File: src/design/hub_string_regs.vh
// constant definitions for the hub descriptor string register bank
//
// Operation
// - read-only container id bytes at 0x10-0x1f
// - id bytes made on-chip, version-4 uuid format
// - language low byte at 0x20 resets 0x09
// - language high byte at 0x21 resets 0x04
// - exactly one language code reported, default 0x0409
// - custom strings enable opens language and maker writes
// - serial length bits 5:0 at 0x22, reset 0x18
// - serial string limited to 32 bytes
// - custom serial enable opens serial length writes
// - nonzero serial length returns bytes at index 1
// - reserved length bits read as zero
// - maker length bits 6:0 at 0x23, reset 0
// - maker string limited to 64 bytes
// - nonzero maker length returns bytes at index 3
// - nonzero product length returns bytes at index 2
`ifndef HUB_STRING_REGS_VH
`define HUB_STRING_REGS_VH

// ---------------------------------------------------------------
// register offsets
// ---------------------------------------------------------------
`define CONTAINER_ID_FIRST  8'h10
`define CONTAINER_ID_LAST   8'h1f
`define LANGUAGE_LOW_OFS    8'h20
`define LANGUAGE_HIGH_OFS   8'h21
`define SERIAL_LEN_OFS      8'h22
`define MAKER_LEN_OFS       8'h23

// ---------------------------------------------------------------
// reset values and field widths
// ---------------------------------------------------------------
`define LANGUAGE_LOW_RST    8'h09
`define LANGUAGE_HIGH_RST   8'h04
`define SERIAL_LEN_RST      6'h18
`define MAKER_LEN_RST       7'h00
`define SERIAL_LEN_MAX      6'h20
`define MAKER_LEN_MAX       7'h40
`define SERIAL_LEN_MSB      5
`define MAKER_LEN_MSB       6

// ---------------------------------------------------------------
// descriptor string indices
// ---------------------------------------------------------------
`define STR_INDEX_LANGUAGE  8'h00
`define STR_INDEX_SERIAL    8'h01
`define STR_INDEX_PRODUCT   8'h02
`define STR_INDEX_MAKER     8'h03

`endif
File: src/design/container_id_gen.v
// on-chip generator of the 16-byte container identifier
`timescale 1ns/1ps
`default_nettype none
module container_id_gen #(
  parameter [31:0] SEED = 32'h1234abcd  // arbitrary value
) (
  input  wire        clk_i,
  input  wire        reset_n_i,
  input  wire        capture_i,
  output reg  [127:0] id_o,
  output reg         id_valid_o
);

  // ---------------------------------------------------------------
  // free-running lfsr, sampled on the first four cycles after reset for entropy of timing
  // ---------------------------------------------------------------
  reg [31:0] lfsr;
  reg [1:0]  step;
  wire [31:0] next_lfsr = {lfsr[30:0], lfsr[31] ^ lfsr[21] ^ lfsr[1] ^ lfsr[0]};

  // lfsr advances each cycle; four words fill the id
  always @(posedge clk_i or negedge reset_n_i) begin
    if (!reset_n_i) begin
      lfsr       <= SEED;
      step       <= 2'h0;
      id_o       <= 128'h0;
      id_valid_o <= 1'b0;
    end else begin
      lfsr <= next_lfsr ^ (capture_i ? SEED : 32'h0);
      if (!id_valid_o) begin
        id_o <= {id_o[95:0], lfsr};
        step <= step + 2'h1;
        if (step == 2'h3) begin
          id_valid_o <= 1'b1;
          // force version 4 and variant 10 bits as the uuid format needs
          id_o[55:52] <= 4'h4;
          id_o[71:70] <= 2'h2;
        end
      end
    end
  end

endmodule // container_id_gen
`default_nettype wire

File: src/design/hub_string_regs.v
// descriptor string configuration register bank of the hub
`timescale 1ns/1ps
`default_nettype none
`include "hub_string_regs.vh"
module hub_string_regs (
  input  wire        clk_i,
  input  wire        reset_n_i,
  // byte register port shared by eeprom loader and smbus host
  input  wire        reg_write_i,
  input  wire [7:0]  reg_addr_i,
  input  wire [7:0]  reg_wdata_i,
  output reg  [7:0]  reg_rdata_o,
  // customisation enables from the device configuration
  input  wire        custom_strings_enable_i,
  input  wire        custom_serial_enable_i,
  // product length held elsewhere, used for index 2 lookup
  input  wire [6:0]  product_string_length_i,
  // descriptor lookup
  input  wire [7:0]  string_index_i,
  output reg  [6:0]  string_byte_count_o,
  output reg         string_present_o,
  output reg  [15:0] language_code_o,
  output wire [127:0] container_id_o,
  output wire        container_id_valid_o
);

  // ---------------------------------------------------------------
  // storage
  // ---------------------------------------------------------------
  reg [7:0] language_code_low;
  reg [7:0] language_code_high;
  reg [`SERIAL_LEN_MSB:0] serial_string_length;
  reg [`MAKER_LEN_MSB:0]  maker_string_length;

  // identifier is made on chip; software cannot write it
  container_id_gen u_id (
    .clk_i      (clk_i),
    .reset_n_i  (reset_n_i),
    .capture_i  (reg_write_i),
    .id_o       (container_id_o),
    .id_valid_o (container_id_valid_o)
  );

  wire wr_lang_low  = reg_write_i && reg_addr_i == `LANGUAGE_LOW_OFS;
  wire wr_lang_high = reg_write_i && reg_addr_i == `LANGUAGE_HIGH_OFS;
  wire wr_serial    = reg_write_i && reg_addr_i == `SERIAL_LEN_OFS;
  wire wr_maker     = reg_write_i && reg_addr_i == `MAKER_LEN_OFS;

  // ---------------------------------------------------------------
  // gated writes; oversized lengths are clamped to the limit
  // ---------------------------------------------------------------
  always @(posedge clk_i or negedge reset_n_i) begin
    if (!reset_n_i) begin
      language_code_low    <= `LANGUAGE_LOW_RST;
      language_code_high   <= `LANGUAGE_HIGH_RST;
      serial_string_length <= `SERIAL_LEN_RST;
      maker_string_length  <= `MAKER_LEN_RST;
    end else begin
      // writes without the enable fall through unchanged
      if (wr_lang_low && custom_strings_enable_i)
        language_code_low <= reg_wdata_i;
      if (wr_lang_high && custom_strings_enable_i)
        language_code_high <= reg_wdata_i;
      if (wr_serial && custom_serial_enable_i) begin
        // clamp rather than wrap so a bad load cannot overrun storage
        if (reg_wdata_i[7:0] > {2'h0, `SERIAL_LEN_MAX})
          serial_string_length <= `SERIAL_LEN_MAX;
        else
          serial_string_length <= reg_wdata_i[`SERIAL_LEN_MSB:0];
      end
      if (wr_maker && custom_strings_enable_i) begin
        if (reg_wdata_i[7:0] > {1'b0, `MAKER_LEN_MAX})
          maker_string_length <= `MAKER_LEN_MAX;
        else
          maker_string_length <= reg_wdata_i[`MAKER_LEN_MSB:0];
      end
    end
  end

  // ---------------------------------------------------------------
  // read data, registered
  // ---------------------------------------------------------------
  reg [7:0] next_rdata;
  always @* begin
    next_rdata = 8'h00;
    if (reg_addr_i >= `CONTAINER_ID_FIRST && reg_addr_i <= `CONTAINER_ID_LAST)
      next_rdata = container_id_o[8*reg_addr_i[3:0] +: 8];
    else case (reg_addr_i)
      `LANGUAGE_LOW_OFS:  next_rdata = language_code_low;
      `LANGUAGE_HIGH_OFS: next_rdata = language_code_high;
      `SERIAL_LEN_OFS:    next_rdata = {2'h0, serial_string_length};
      `MAKER_LEN_OFS:     next_rdata = {1'b0, maker_string_length};
      default:            next_rdata = 8'h00;
    endcase
  end

  always @(posedge clk_i or negedge reset_n_i) begin
    if (!reset_n_i)
      reg_rdata_o <= 8'h00;
    else
      reg_rdata_o <= next_rdata;
  end

  // ---------------------------------------------------------------
  // descriptor lookup: byte count per string index
  // ---------------------------------------------------------------
  reg [6:0] next_count;
  reg       next_present;
  always @* begin
    next_count   = 7'h00;
    next_present = 1'b0;
    case (string_index_i)
      `STR_INDEX_LANGUAGE: begin
        next_count   = 7'h02;  // one language code only
        next_present = 1'b1;
      end
      `STR_INDEX_SERIAL: begin
        next_count   = {1'b0, serial_string_length};
        next_present = serial_string_length != 6'h00;
      end
      `STR_INDEX_PRODUCT: begin
        next_count   = product_string_length_i;
        next_present = product_string_length_i != 7'h00;
      end
      `STR_INDEX_MAKER: begin
        next_count   = maker_string_length;
        next_present = maker_string_length != 7'h00;
      end
      default: begin
        next_count   = 7'h00;
        next_present = 1'b0;
      end
    endcase
  end

  always @(posedge clk_i or negedge reset_n_i) begin
    if (!reset_n_i) begin
      string_byte_count_o <= 7'h00;
      string_present_o    <= 1'b0;
      language_code_o     <= 16'h0000;
    end else begin
      string_byte_count_o <= next_count;
      string_present_o    <= next_present;
      language_code_o     <= {language_code_high, language_code_low};
    end
  end

endmodule // hub_string_regs
`default_nettype wire

File: config.mk
export PLATFORM = sky130hd
export DESIGN_NAME = hub_string_regs
export DESIGN_NICKNAME = d
export VERILOG_FILES = /design/src/design/container_id_gen.v /design/src/design/hub_string_regs.v
export VERILOG_INCLUDE_DIRS = /design/src /design/src/design
export SDC_FILE = /design/constraint.sdc
export NUM_CORES = 1
export LEC_CHECK = 0
export CAP_MARGIN = 15
export CORE_MARGIN = 5
export CORE_UTILIZATION = 35
export CTS_CLUSTER_DIAMETER = 80
export DETAILED_ROUTE_END_ITERATION = 12
export DONT_BUFFER_PORTS = 1
export PLACE_DENSITY_LB_ADDON = 0.05
export SLEW_MARGIN = 25
export SYNTH_ARGS = -nofsm -noshare
export SYNTH_HDL_FRONTEND = slang
export SYNTH_SLANG_ARGS = --single-unit
File: constraint.sdc
create_clock -name clk_i -period 2.05 [get_ports clk_i]
set_input_delay 0.1025 -clock clk_i [delete_from_list [all_inputs] [get_ports clk_i]]
set_output_delay 0.1025 -clock clk_i [all_outputs]
set_load 0.03 [all_outputs]
## Word level (Yosys, flattened, before mapping)

Index checks and enable logic that the tools add are counted.

- RAM bits: 0
- Flip-flop bits (word level): 224
- Latch bits: 0
- Word-level logic and storage cells: 54
- Memories: 0
- Bits of input ports: 36
- ROM bits: 0

- $lt $le $gt $ge: 4
- $mul: 0
- Mux-type cells: 11
- Add/sub/neg operators: 1
- Reductions and logical operators: 13
- Bitwise gates (word level): 4
- Shifts and indexed selects: 1
- Div/mod/pow operators: 0
- Eq/ne operators: 8

Operators with widths:

| kind | number |
|---|---|
| $shiftx A128 B8 Y8 | 1 |
| $eq A8 B6 Y1 const B | 4 |
| $pmux W8 S4 | 1 |
| $xor A32 B32 Y32 | 1 |
| $mux W29 | 1 |
| $pmux W7 S4 | 1 |
| $eq A8 B2 Y1 const B | 2 |
| $reduce_bool A7 Y1 | 2 |
| $logic_and A1 B1 Y1 | 9 |
| $eq A8 B1 Y1 const B | 1 |
| $ge A8 B5 Y1 const B | 1 |
| $gt A8 B6 Y1 const B | 1 |
| $gt A8 B7 Y1 const B | 1 |
| $le A8 B5 Y1 const B | 1 |
| $logic_not A8 Y1 | 1 |
| $mux W8 | 1 |
| $mux W7 | 1 |
| $mux W6 | 1 |
| $reduce_bool A6 Y1 | 1 |
| $mux W4 | 1 |
| $pmux W1 S4 | 1 |
| $xor A1 B1 Y1 | 3 |
| $add A2 B1 Y2 const B | 1 |
| $eq A2 B2 Y1 const B | 1 |
| 2 further kinds | 3 |

## Logic depth before layout (Yosys ltp)

Gate-level depths: netlist (run 1).

- Depth in word-level cells: 4
- Depth in mapped cells: 8

## Modules after synthesis

From an unflattened synthesis (run 1), not the netlist that was laid out.

- Cells, all modules: 613
- Area total of the unflattened synthesis: 9500.4 µm²

By module, submodules not included:

| module | instances | area an instance (µm²) | cells an instance |
|---|---|---|---|
| container_id_gen | 1 | 5970.7 | 340 |
| hub_string_regs | 1 | 3529.6 | 273 |

## Worst setup path after synthesis (run 1)

No wires, ideal clock.

- Path type: input to register
- Start: input reg_addr_i[4]
- End: register language_code_high[0]
- Setup slack: 286 ps
- Buffers on the path: 1
- Arrival time: 1639 ps
- Required time: 1925 ps
- Stages: 5
- Cells stage by stage: or4b_4 > nor2_2 > or4b_1 > buf_6 > mux2_4

- Word-level cells in the longest chain between the ends: 3

RTL lines:

| what | RTL line | RTL |
|---|---|---|
| from (decl) | hub_string_regs.v:10 | `input wire [7:0] reg_addr_i,` |
| $eq A8 B6 Y1 | -- |  |
| $logic_and A1 B1 Y1 (no source line) | -- |  |
| $logic_and A1 B1 Y1 | hub_string_regs.v:62 | `if (wr_lang_high && custom_strings_enable_i)` |
| to (signal assigned) | hub_string_regs.v:55 | `` language_code_high <= `LANGUAGE_HIGH_RST; `` |
| to (signal assigned) | hub_string_regs.v:63 | `language_code_high <= reg_wdata_i;` |
| to (decl) | hub_string_regs.v:31 | `reg [7:0] language_code_high;` |

Every way passes these cells.
A chain may end at the register's enable or synchronous reset.

## Final worst setup path (run 1)

- Start: input reg_addr_i[1]
- End: register reg_rdata_o[0]

- Word-level cells in the longest chain between the ends: 3

RTL lines:

| what | RTL line | RTL |
|---|---|---|
| branches (longest 2 deep; another with $shiftx A128 B8 Y8) | -- |  |
| $mux W8 (*) | hub_string_regs.v:86 | `` if (reg_addr_i >= `CONTAINER_ID_FIRST && reg_addr_i <= `CONTAINER_ID_LAST) `` |
| named net next_rdata[0] | hub_string_regs.v:83 | `reg [7:0] next_rdata;` |
| to (signal assigned) | hub_string_regs.v:101 | `reg_rdata_o <= next_rdata;` |
| to (decl) | hub_string_regs.v:12 | `output reg [7:0] reg_rdata_o,` |

Mark *: on every way through the listed nets, which the timed path passes.

==> report_table.html, run 1 <==
<table>
<tr><th>Metric</th><th>Value</th></tr>
<tr><th colspan="2">Timing</th></tr>
<tr><td>Worst Max-Slew Pin Slew</td><td>1.06 ns</td></tr>
<tr><td>Period Utilization, post-route</td><td>91.8%</td></tr>
<tr><td>Worst Slack Setup Final</td><td>0.168 ns</td></tr>
<tr><td>Total of endpoints with negative setup slack in the final report</td><td>0</td></tr>
<tr><td>Fin Setup TNS</td><td>0 ns</td></tr>
<tr><td>Shortest period the worst path allows</td><td>1.88 ns</td></tr>
<tr><td>Hold slack final</td><td>-0.723 ns</td></tr>
<tr><td>Setup repair after global routing missed its margin</td><td>no</td></tr>
<tr><td>Rel. slew slack</td><td>28.8%</td></tr>
<tr><td>Fin Clk Skew</td><td>0.00843 ns</td></tr>
<tr><td>Highest attainable clock frequency</td><td>0.531 GHz</td></tr>
<tr><td>Hold Violations, Final</td><td>224</td></tr>
<tr><td>Number of pins exceeding their max-slew limit in the final report</td><td>0</td></tr>
<tr><th colspan="2">Logic synthesis</th></tr>
<tr><td>Complex-gate fraction of the synthesized area</td><td>3.46%</td></tr>
<tr><td>Number of instances in the synthesized netlist</td><td>629</td></tr>
<tr><td>Number of flops mapped to enable cells by yosys</td><td>0</td></tr>
<tr><td>Sequential fraction of the synthesis area</td><td>59.8%</td></tr>
<tr><td>Share of synthesized cell area in and, or, nand and nor gates</td><td>4.57%</td></tr>
<tr><td>Post-synthesis mux area share</td><td>27.8%</td></tr>
<tr><td>Adder-Cell Fraction of Synth Area</td><td>0.133%</td></tr>
<tr><td>Total standard cell area after synthesis</td><td>9410 sq um</td></tr>
<tr><td>Post-Syn Area per Cell</td><td>15.0 sq um</td></tr>
<tr><td>Seq cells post-synth</td><td>224</td></tr>
<tr><td>Ys flop type</td><td>sky130_fd_sc_hd__dfrtp_1</td></tr>
<tr><td>Share of synthesized registers carrying an async set or reset</td><td>100%</td></tr>
<tr><td>Combinational family with the most area after synthesis</td><td>multiplexers</td></tr>
<tr><td>Number of unique standard cell types used by synthesis</td><td>40</td></tr>
<tr><td>Xor and xnor area share after synthesis</td><td>1.68%</td></tr>
<tr><td>Syn nets</td><td>666</td></tr>
<tr><td>Synth warn</td><td>0</td></tr>
<tr><th colspan="2">Power and ir drop</th></tr>
<tr><td>Total power of the final layout</td><td>11,800 uW</td></tr>
<tr><td>Power per unit of standard cell area</td><td>1020 nW/um^2</td></tr>
<tr><td>Static power due to leakage</td><td>0.00527 uW</td></tr>
<tr><td>Worst ir drop on vdd</td><td>0.513 mV</td></tr>
<tr><th colspan="2">Worst setup path</th></tr>
<tr><td>Critical setup path kind</td><td>in2reg</td></tr>
<tr><td>Kind of start point of the critical path</td><td>primary input</td></tr>
<tr><td>Startpoint of the most critical setup path</td><td>reg_addr_i[1]</td></tr>
<tr><td>Count of buffer and inverter cells on the critical path</td><td>1</td></tr>
<tr><td>Required @ worst endpoint</td><td>2.45 ns</td></tr>
<tr><td>Family with the most delay on the worst path</td><td>buffers and inverters</td></tr>
<tr><td>Critical-path maximum fanout</td><td>36</td></tr>
<tr><td>Cell-by-cell trace of the critical path</td><td>dlygate4sd3_1, mux4_2, o211ai_1, nand2_1</td></tr>
<tr><td>Crit end category</td><td>flip-flop</td></tr>
<tr><td>Critical path data arrival time</td><td>2.29 ns</td></tr>
<tr><td>Cell with the biggest individual delay on the critical path</td><td>sky130_fd_sc_hd__dlygate4sd3_1</td></tr>
<tr><td>Maximum cell stage delay along the critical path</td><td>1.26 ns</td></tr>
<tr><td>Origin of the critical flop-to-flop path</td><td>serial_string_length[5]</td></tr>
<tr><th colspan="2">Floorplanning</th></tr>
<tr><td>Initial Utilization</td><td>35.2%</td></tr>
<tr><td>Die outline width</td><td>174 microns</td></tr>
<tr><td>Overall die height</td><td>174 microns</td></tr>
<tr><td>Total number of placement rows</td><td>60</td></tr>
<tr><td>Die footprint</td><td>30,300 sq um</td></tr>
<tr><td>Core Box Area</td><td>26,700 sq um</td></tr>
<tr><td>Top Ports</td><td>197</td></tr>
<tr><th colspan="2">Global routing</th></tr>
<tr><td>Number of global-route vias before repair</td><td>6,190</td></tr>
<tr><td>Tot GR Track Use</td><td>18.4%</td></tr>
<tr><td>Total grt overflow</td><td>0</td></tr>
<tr><td>Largest net degree at the start of global routing</td><td>225</td></tr>
<tr><td>Global-route wire length before repair</td><td>42,700 microns</td></tr>
<tr><td>Antenna violations before repair</td><td>0</td></tr>
<tr><th colspan="2">Drt</th></tr>
<tr><td>Max layer used</td><td>met4</td></tr>
<tr><td>Final ANT Viol Nets</td><td>0</td></tr>
<tr><td>Total routed wire length on the met1 layer</td><td>12,200 microns</td></tr>
<tr><td>Via count</td><td>5,697</td></tr>
<tr><td>Met3 WL</td><td>1560 microns</td></tr>
<tr><td>Detailed-route vias per instance</td><td>5.21</td></tr>
<tr><td>Total wirelength of the detailed-routed design</td><td>28,000 microns</td></tr>
<tr><td>Post-detailed-route DRC marker count</td><td>0</td></tr>
<tr><td>Total length of routed met2 wires</td><td>13,500 microns</td></tr>
<tr><td>Drt initial violations</td><td>296</td></tr>
<tr><td>Routed wire length per instance</td><td>25.6 microns</td></tr>
<tr><td>Number of detailed-routing iterations run before antenna repair</td><td>4</td></tr>
<tr><th colspan="2">Outcome</th></tr>
<tr><td>Outcome</td><td>complete, but fails checks</td></tr>
<tr><td>Violated checks</td><td>negative hold slack</td></tr>
<tr><th colspan="2">CTS</th></tr>
<tr><td># clock sinks</td><td>224</td></tr>
<tr><td>Number of setup buffers added after CTS</td><td>0</td></tr>
<tr><td>CTS max path bufs</td><td>3</td></tr>
<tr><td>Later-pin clock latency in the skew report</td><td>0.52 ns</td></tr>
<tr><td>Clock tree from TritonCTS</td><td>built</td></tr>
<tr><td>Library cell used as clock root buffer</td><td>sky130_fd_sc_hd__clkbuf_16</td></tr>
<tr><td>Clock buffer count from CTS</td><td>26</td></tr>
<tr><td>Clock-pin slew of the registers on the worst-case setup and hold paths</td><td>0.06 ns</td></tr>
<tr><td>CTS hold repair buffers</td><td>41</td></tr>
<tr><td>Count of H-tree levels built during CTS</td><td>1</td></tr>
<tr><th colspan="2">Final layout</th></tr>
<tr><td>Proportion of layout cells with a drive suffix above 1</td><td>42.2%</td></tr>
<tr><td>Total of fill cells in the finished design</td><td>2,470</td></tr>
<tr><td>Net count reported at finish</td><td>768</td></tr>
<tr><td>Area of combinational cells with multiple inputs</td><td>3540 sq um</td></tr>
<tr><td>Post-Route Utilization</td><td>43.2%</td></tr>
<tr><td>Layout overhead on the synthesized area</td><td>22.7%</td></tr>
<tr><td>Seq. cell area</td><td>5630 sq um</td></tr>
<tr><th colspan="2">Placed design</th></tr>
<tr><td>DP HPWL</td><td>19,100 microns</td></tr>
<tr><td>Weighted congestion reported at the end of routability-driven placement</td><td>0.762</td></tr>
<tr><td>Number of port buffers</td><td>0</td></tr>
<tr><td>Pre-CTS setup slack</td><td>0.0875 ns</td></tr>
<tr><th colspan="2">Worst hold path</th></tr>
<tr><td>Path type of the worst min-delay path</td><td>in2async</td></tr>
<tr><th colspan="2">Run</th></tr>
<tr><td>Max Cap Viol</td><td>0</td></tr>
</table>
==> placed cells by master (no fill, tap or decap), types with 2 or more instances in the layout <==
master	synthesis	final
sky130_fd_sc_hd__dfrtp_1	204	203
sky130_fd_sc_hd__mux2_2	139	139
sky130_fd_sc_hd__buf_4	1	68
sky130_fd_sc_hd__dlygate4sd3_1	0	40
sky130_fd_sc_hd__nand2_1	29	29
sky130_fd_sc_hd__mux4_2	29	29
sky130_fd_sc_hd__mux2i_1	28	28
sky130_fd_sc_hd__clkbuf_16	0	27
sky130_fd_sc_hd__a22oi_1	20	20
sky130_fd_sc_hd__dfstp_2	20	20
sky130_fd_sc_hd__o21ai_0	17	17
sky130_fd_sc_hd__xor2_1	15	15
sky130_fd_sc_hd__nor2_1	13	13
sky130_fd_sc_hd__inv_1	12	12
sky130_fd_sc_hd__nand3_1	8	8
sky130_fd_sc_hd__mux2_4	8	8
sky130_fd_sc_hd__o211ai_1	7	7
sky130_fd_sc_hd__clkbuf_1	23	6
sky130_fd_sc_hd__clkinv_2	0	6
sky130_fd_sc_hd__nor4_1	5	5
sky130_fd_sc_hd__nor2b_1	4	4
sky130_fd_sc_hd__nand4_1	4	4
sky130_fd_sc_hd__nand2b_1	4	4
sky130_fd_sc_hd__clkbuf_8	0	4
sky130_fd_sc_hd__bufinv_16	0	4
sky130_fd_sc_hd__and2_1	3	3
sky130_fd_sc_hd__xnor2_1	3	3
sky130_fd_sc_hd__buf_12	0	3
sky130_fd_sc_hd__nor3b_1	2	2
sky130_fd_sc_hd__a211oi_1	2	2
sky130_fd_sc_hd__or2_2	2	2
sky130_fd_sc_hd__nor3_1	2	2
==> cell usage after synthesis, types with 2 or more instances <==
cell	number	area share (%)
sky130_fd_sc_hd__buf_6	4	0.48
sky130_fd_sc_hd__o211ai_1	7	0.56
sky130_fd_sc_hd__a211oi_1	2	0.16
sky130_fd_sc_hd__nand3_1	8	0.43
sky130_fd_sc_hd__or2_2	2	0.13
sky130_fd_sc_hd__nor2b_1	4	0.27
sky130_fd_sc_hd__o21ai_0	17	0.90
sky130_fd_sc_hd__nor3_1	2	0.11
sky130_fd_sc_hd__buf_1	2	0.080
sky130_fd_sc_hd__and2_1	3	0.20
sky130_fd_sc_hd__nor4_1	5	0.33
sky130_fd_sc_hd__mux2_4	8	1.3
sky130_fd_sc_hd__clkbuf_1	23	0.92
sky130_fd_sc_hd__dfrtp_1	204	54
sky130_fd_sc_hd__xnor2_1	3	0.28
sky130_fd_sc_hd__a22oi_1	20	1.6
sky130_fd_sc_hd__buf_2	8	0.43
sky130_fd_sc_hd__nand4_1	4	0.27
sky130_fd_sc_hd__inv_1	12	0.48
sky130_fd_sc_hd__dfstp_2	20	5.6
sky130_fd_sc_hd__nor2_1	13	0.52
sky130_fd_sc_hd__mux2i_1	28	3.0
sky130_fd_sc_hd__mux4_2	29	6.9
sky130_fd_sc_hd__mux2_2	139	17
sky130_fd_sc_hd__xor2_1	15	1.4
sky130_fd_sc_hd__nand2_1	29	1.2
sky130_fd_sc_hd__nand2b_1	4	0.27
sky130_fd_sc_hd__nor3b_1	2	0.16
==> kinds of logic after synthesis <==
| logic type | after synthesis |
|---|---|
| buffers and inverters | 51 |
| adders and majority gates | 1 |
| muxes | 204 |
| xor gates and xnor gates | 18 |
| DFF | 224 |
| AOI/OAI and AO/OA | 49 |
| and+or+nand+nor | 82 |
==> routing by layer <==
metal	global-route usage (%)	up-vias
met4	5.15	0
met2	30.0	154
met3	4.24	45
li1	-	2500
met1	24.9	2998
met5	0	-
==> stage by stage <==
step           cells  area (sq um)
2_1_floorplan    629          9410
3_5_place_dp    1003         10200
5_1_grt         1092         11500
4_1_cts         1092         11500
6_report        1093         11500
3_3_place_gp    1003         10200
==> what timing repair did <==
item	4_1_cts	5_1_grt
hold endpoints to repair	284	224
setup endpoints to repair	0	0
gates resized for setup	0	0
==> final timing paths <==
check / end / slack (ns) / cells past startpoint
worst max register to register: string_present_o / 0.19 / 5
worst min-delay path: string_byte_count_o[4] / -0.72 / 0
max in group asynchronous: u_id.id_valid_o / 2.04 / 0
worst min register to register: u_id.lfsr[24] / 0.38 / 0
min in group clk_i: reg_rdata_o[1] / 0.01 / 3
worst max-delay path: reg_rdata_o[0] / 0.17 / 4
==> sequential cells by signal, summed over array words and instances, names as in the netlist <==
signal / cells
maker_string_length: 7
u_id.lfsr: 32
string_present_o: 1
reg_rdata_o: 8
language_code_o: 16
language_code_high: 8
u_id.id_o: 128
u_id.step: 2
u_id.id_valid_o: 1
serial_string_length: 6
language_code_low: 8
string_byte_count_o: 7
==> final cells by class <==
type,instances,area share (%)
inverter,13,0.423
sequential,224,48.8
clock inverter,11,1.37
tap,341,3.70
timing repair buffer,112,8.45
antenna,1,0.0217
multi-input combinational,354,30.7
clock buffer,37,6.53
==> where the power goes <==
group	leakage (uW)	total, uW	switching [uW]	internal, uW
clock	0.000449	4870	1820	3050
combinational	0.00209	1340	733	610
sequential	0.00273	5600	534	5070
==> worst register-to-register path, cell delays in order (launching register included) <==
cell and delay (ns):
sky130_fd_sc_hd__dfrtp_1 0.41, sky130_fd_sc_hd__inv_1 0.12, sky130_fd_sc_hd__nand4_1 0.11, sky130_fd_sc_hd__o41ai_1 0.39
sky130_fd_sc_hd__a211oi_1 0.14, sky130_fd_sc_hd__dlygate4sd3_1 0.57
No activity file was read; power rests on OpenSTA's default activity.
==> run 2: changes to the inputs <==
Settings changed: SYNTH_HIERARCHICAL from default to 1.
==> run 2 against run 1 <==
Against the previous run:
- the run still ends with negative hold slack left
- sequential share of layout area about the same
- power decreased by 0.39%
- combinational power is essentially flat
- routed wire length increased by 4.3%
- critical path type unchanged
- sequential cell count unchanged
- first-iteration DRC count grew 14%
- largest power group unchanged
- final cell count decreased by 1.6%
- non-clock buffer count is 3 lower
- critical endpoint is now serial_string_length[1]
==> report_table.html, run 2 <==
<table>
<tr><th>Metric</th><th>Value</th></tr>
<tr><th colspan="2">Final layout</th></tr>
<tr><td>Inserted Diodes</td><td>0</td></tr>
<tr><td>Highest-count cells in the layout ignoring fill and taps</td><td>sky130_fd_sc_hd__dfrtp_1, sky130_fd_sc_hd__mux2_2, sky130_fd_sc_hd__buf_4</td></tr>
<tr><td>Largest regs</td><td>u_id/id_o: 128 flops, u_id/lfsr: 32 flops, language_code_o: 16 flops</td></tr>
<tr><td>Most flop-heavy register</td><td>u_id/id_o</td></tr>
<tr><td>Area of all placed cells without fillers</td><td>11,600 sq um</td></tr>
<tr><td>Max FFs per register</td><td>128</td></tr>
<tr><td>Proportion of layout cells with a drive suffix above 1</td><td>45.0%</td></tr>
<tr><td>Most frequent standard cell in the layout excluding fill and tap cells</td><td>sky130_fd_sc_hd__dfrtp_1</td></tr>
<tr><td>Net count reported at finish</td><td>752</td></tr>
<tr><td>Layout overhead on the synthesized area</td><td>21.6%</td></tr>
<tr><th colspan="2">Global routing</th></tr>
<tr><td>Largest net degree at the start of global routing</td><td>225</td></tr>
<tr><td>Antenna violations before repair</td><td>1</td></tr>
<tr><td>Tot GR Track Use</td><td>18.9%</td></tr>
<tr><td>Total grt overflow</td><td>0</td></tr>
<tr><td>Global-route wire length before repair</td><td>43,600 microns</td></tr>
<tr><td>Number of global-route vias before repair</td><td>6,163</td></tr>
<tr><th colspan="2">Logic synthesis</th></tr>
<tr><td>Number of instances in the synthesized netlist</td><td>613</td></tr>
<tr><td>Biggest area contributors in the synthesized netlist</td><td>sky130_fd_sc_hd__dfrtp_1, sky130_fd_sc_hd__mux2_2, sky130_fd_sc_hd__mux4_2, sky130_fd_sc_hd__dfstp_2, sky130_fd_sc_hd__mux2_4</td></tr>
<tr><td>Top-count cell post-synth</td><td>sky130_fd_sc_hd__dfrtp_1</td></tr>
<tr><td>Sequential fraction of the synthesis area</td><td>59.3%</td></tr>
<tr><td>Cell type contributing the most total cell area after synthesis</td><td>sky130_fd_sc_hd__dfrtp_1</td></tr>
<tr><td>Most used standard cells in the synthesized netlist</td><td>sky130_fd_sc_hd__dfrtp_1, sky130_fd_sc_hd__mux2_2, sky130_fd_sc_hd__mux4_2</td></tr>
<tr><td>Number of unique standard cell types used by synthesis</td><td>45</td></tr>
<tr><td>Ys flop type</td><td>sky130_fd_sc_hd__dfrtp_1</td></tr>
<tr><td>Syn nets</td><td>650</td></tr>
<tr><td>Total standard cell area after synthesis</td><td>9500 sq um</td></tr>
<tr><td>Number of flops mapped to enable cells by yosys</td><td>0</td></tr>
<tr><td>Synth warn</td><td>6</td></tr>
<tr><td>Seq cells post-synth</td><td>224</td></tr>
<tr><td>Share of synthesized registers carrying an async set or reset</td><td>100%</td></tr>
<tr><td>Fraction of post-synthesis cell area in the top cell type by area</td><td>53.7%</td></tr>
<tr><td>Post-Syn Area per Cell</td><td>15.5 sq um</td></tr>
<tr><th colspan="2">Timing</th></tr>
<tr><td>Fin Clk Skew</td><td>0.00719 ns</td></tr>
<tr><td>Fin Setup TNS</td><td>0 ns</td></tr>
<tr><td>Setup repair after global routing missed its margin</td><td>no</td></tr>
<tr><td>Hold Violations, Final</td><td>224</td></tr>
<tr><td>Shortest period the worst path allows</td><td>1.70 ns</td></tr>
<tr><td>Worst Max-Slew Pin Slew</td><td>0.978 ns</td></tr>
<tr><td>Worst Slack Setup Final</td><td>0.347 ns</td></tr>
<tr><td>Total of endpoints with negative setup slack in the final report</td><td>0</td></tr>
<tr><td>Rel. slew slack</td><td>34.6%</td></tr>
<tr><td>Highest attainable clock frequency</td><td>0.587 GHz</td></tr>
<tr><td>Number of pins exceeding their max-slew limit in the final report</td><td>0</td></tr>
<tr><td>Hold slack final</td><td>-0.718 ns</td></tr>
<tr><td>Period Utilization, post-route</td><td>83.1%</td></tr>
<tr><th colspan="2">Outcome</th></tr>
<tr><td>Outcome</td><td>complete, but fails checks</td></tr>
<tr><td>Violated checks</td><td>negative hold slack</td></tr>
<tr><th colspan="2">CTS</th></tr>
<tr><td>CTS max path bufs</td><td>3</td></tr>
<tr><td>Clock buffer count from CTS</td><td>26</td></tr>
<tr><td>Later-pin clock latency in the skew report</td><td>0.53 ns</td></tr>
<tr><td>CTS hold repair buffers</td><td>30</td></tr>
<tr><td>Number of setup buffers added after CTS</td><td>0</td></tr>
<tr><td>Library cell used as clock root buffer</td><td>sky130_fd_sc_hd__clkbuf_16</td></tr>
<tr><td>Clock-pin slew of the registers on the worst-case setup and hold paths</td><td>0.06 ns</td></tr>
<tr><td>Clock tree from TritonCTS</td><td>built</td></tr>
<tr><td>Count of H-tree levels built during CTS</td><td>1</td></tr>
<tr><td># clock sinks</td><td>224</td></tr>
<tr><td>Post_cts resized</td><td>0</td></tr>
<tr><th colspan="2">Worst setup path</th></tr>
<tr><td>Cell-by-cell trace of the critical path</td><td>or4b_4, or3_1, and3b_2, a22o_1, dlygate4sd3_1</td></tr>
<tr><td>Critical setup path kind</td><td>in2reg</td></tr>
<tr><td>Family with the most delay on the worst path</td><td>simple AND/OR/NAND/NOR gates</td></tr>
<tr><td>Cell with the biggest individual delay on the critical path</td><td>sky130_fd_sc_hd__or4b_4</td></tr>
<tr><td>Critical path data arrival time</td><td>2.17 ns</td></tr>
<tr><td>Count of buffer and inverter cells on the critical path</td><td>1</td></tr>
<tr><td>Kind of start point of the critical path</td><td>primary input</td></tr>
<tr><td>Maximum cell stage delay along the critical path</td><td>0.56 ns</td></tr>
<tr><td>Crit end category</td><td>flip-flop</td></tr>
<tr><td>Required @ worst endpoint</td><td>2.52 ns</td></tr>
<tr><td>Critical-path maximum fanout</td><td>28</td></tr>
<tr><th colspan="2">Power and ir drop</th></tr>
<tr><td>Power share of the sequential group</td><td>47.4%</td></tr>
<tr><td>Total power of the final layout</td><td>11,800 uW</td></tr>
<tr><td>Switching Fraction</td><td>26.0%</td></tr>
<tr><td>Clock Power Share</td><td>41.1%</td></tr>
<tr><td>P_int</td><td>8710 uW</td></tr>
<tr><td>Worst ir drop on vdd</td><td>0.540 mV</td></tr>
<tr><td>Combinational fraction of design power</td><td>11.6%</td></tr>
<tr><td>Sw power</td><td>3060 uW</td></tr>
<tr><td>Power per unit of standard cell area</td><td>1020 nW/um^2</td></tr>
<tr><td>Static power due to leakage</td><td>0.00532 uW</td></tr>
<tr><th colspan="2">Drt</th></tr>
<tr><td>Final ANT Viol Nets</td><td>0</td></tr>
<tr><td>Total wirelength of the detailed-routed design</td><td>29,200 microns</td></tr>
<tr><td>Post-detailed-route DRC marker count</td><td>0</td></tr>
<tr><td>Detailed-route vias per instance</td><td>5.29</td></tr>
<tr><td>Number of detailed-routing iterations run before antenna repair</td><td>4</td></tr>
<tr><td>Via count</td><td>5,687</td></tr>
<tr><td>Drt initial violations</td><td>338</td></tr>
<tr><td>Routed wire length per instance</td><td>27.1 microns</td></tr>
<tr><th colspan="2">Placed design</th></tr>
<tr><td>Placed Instance Area</td><td>10,300 sq um</td></tr>
<tr><td>Pre-CTS setup slack</td><td>0.166 ns</td></tr>
<tr><td>DP HPWL</td><td>20,000 microns</td></tr>
<tr><td>Number of port buffers</td><td>0</td></tr>
<tr><td>Weighted congestion reported at the end of routability-driven placement</td><td>0.817</td></tr>
<tr><th colspan="2">Floorplanning</th></tr>
<tr><td>Overall die height</td><td>175 microns</td></tr>
<tr><td>Die footprint</td><td>30,500 sq um</td></tr>
<tr><td>Core Box Area</td><td>26,900 sq um</td></tr>
<tr><td>Initial Utilization</td><td>35.3%</td></tr>
<tr><td>Die outline width</td><td>175 microns</td></tr>
<tr><td>Top Ports</td><td>197</td></tr>
<tr><td>Total number of placement rows</td><td>60</td></tr>
<tr><th colspan="2">Worst hold path</th></tr>
<tr><td>Path type of the worst min-delay path</td><td>in2async</td></tr>
<tr><th colspan="2">Run</th></tr>
<tr><td>Max Cap Viol</td><td>0</td></tr>
</table>
[run 2: cell types whose count changed after synthesis, sizes merged, moves of 2 or more]
cell,delta
mux2i,-7
nand3,-5
nor2,-2
o21ai,-5
inv,-6
buf,+12
nand2,-7
a22o,+5
clkbuf,-15
o22ai,+3
mux2,+5
nand4,-4
or4,+2
[run 2: power by group through the flow]
stage / sequential [uW] / combinational (uW) / clock [uW]
global placement: 5660 / 1280 / 0
detailed placement: 5660 / 1290 / 0
CTS: 5590 / 1390 / 4980
floorplan: 5780 / 622 / 0
finish: 5570 / 1360 / 4830
global route: 5650 / 1460 / 5150
[run 2: final cells by class]
cell class | count | area, sq um
fill | 2480 | 15300
inverter | 7 | 26.3
multi-input combinational | 347 | 3640
tap | 341 | 427
clock buffer | 36 | 739
sequential | 224 | 5630
clock inverter | 12 | 160
timing repair buffer | 109 | 923
[run 2: path summary, 6_finish.rpt]
kind	start	depth (start not counted)	slack [ns]	to
max	reg_addr_i[2]	5	0.35	serial_string_length[1]
min	reset_n_i	0	-0.72	u_id/id_o[120]
max reg2reg	u_id/id_o[57]	4	0.41	reg_rdata_o[1]
min reg2reg	u_id/lfsr[26]	0	0.38	u_id/lfsr[27]
max in group asynchronous	reset_n_i	0	2.05	u_id/id_valid_o
min in group clk_i	reg_wdata_i[5]	3	0.02	serial_string_length[0]
[run 2: per-layer routing]
layer | part of all wire [%] | track usage [%]
met1 | 43 | 25.4
met2 | 48 | 30.9
met3 | 7.1 | 5.11
met5 | 0 | 0
met4 | 2.4 | 4.55
[run 2: logic make-up after synthesis]
logic type,after synthesis,synth area share [%]
AO/OA/AOI/OAI,55,4.02
flip-flops,224,59.3
XOR/XNOR,17,1.71
AND/OR/NAND/NOR,71,4.02
buffers and inverters,42,2.41
multiplexers,203,28.4
adder cells (fa/ha/maj),1,0.132
[run 2: per-stage QoR]
step	cells	util, %
global placement	998	38.5
detailed placement	998	38.5
finish	1076	43.0
global route	1076	43.0
floorplan	613	-
CTS	1076	43.0
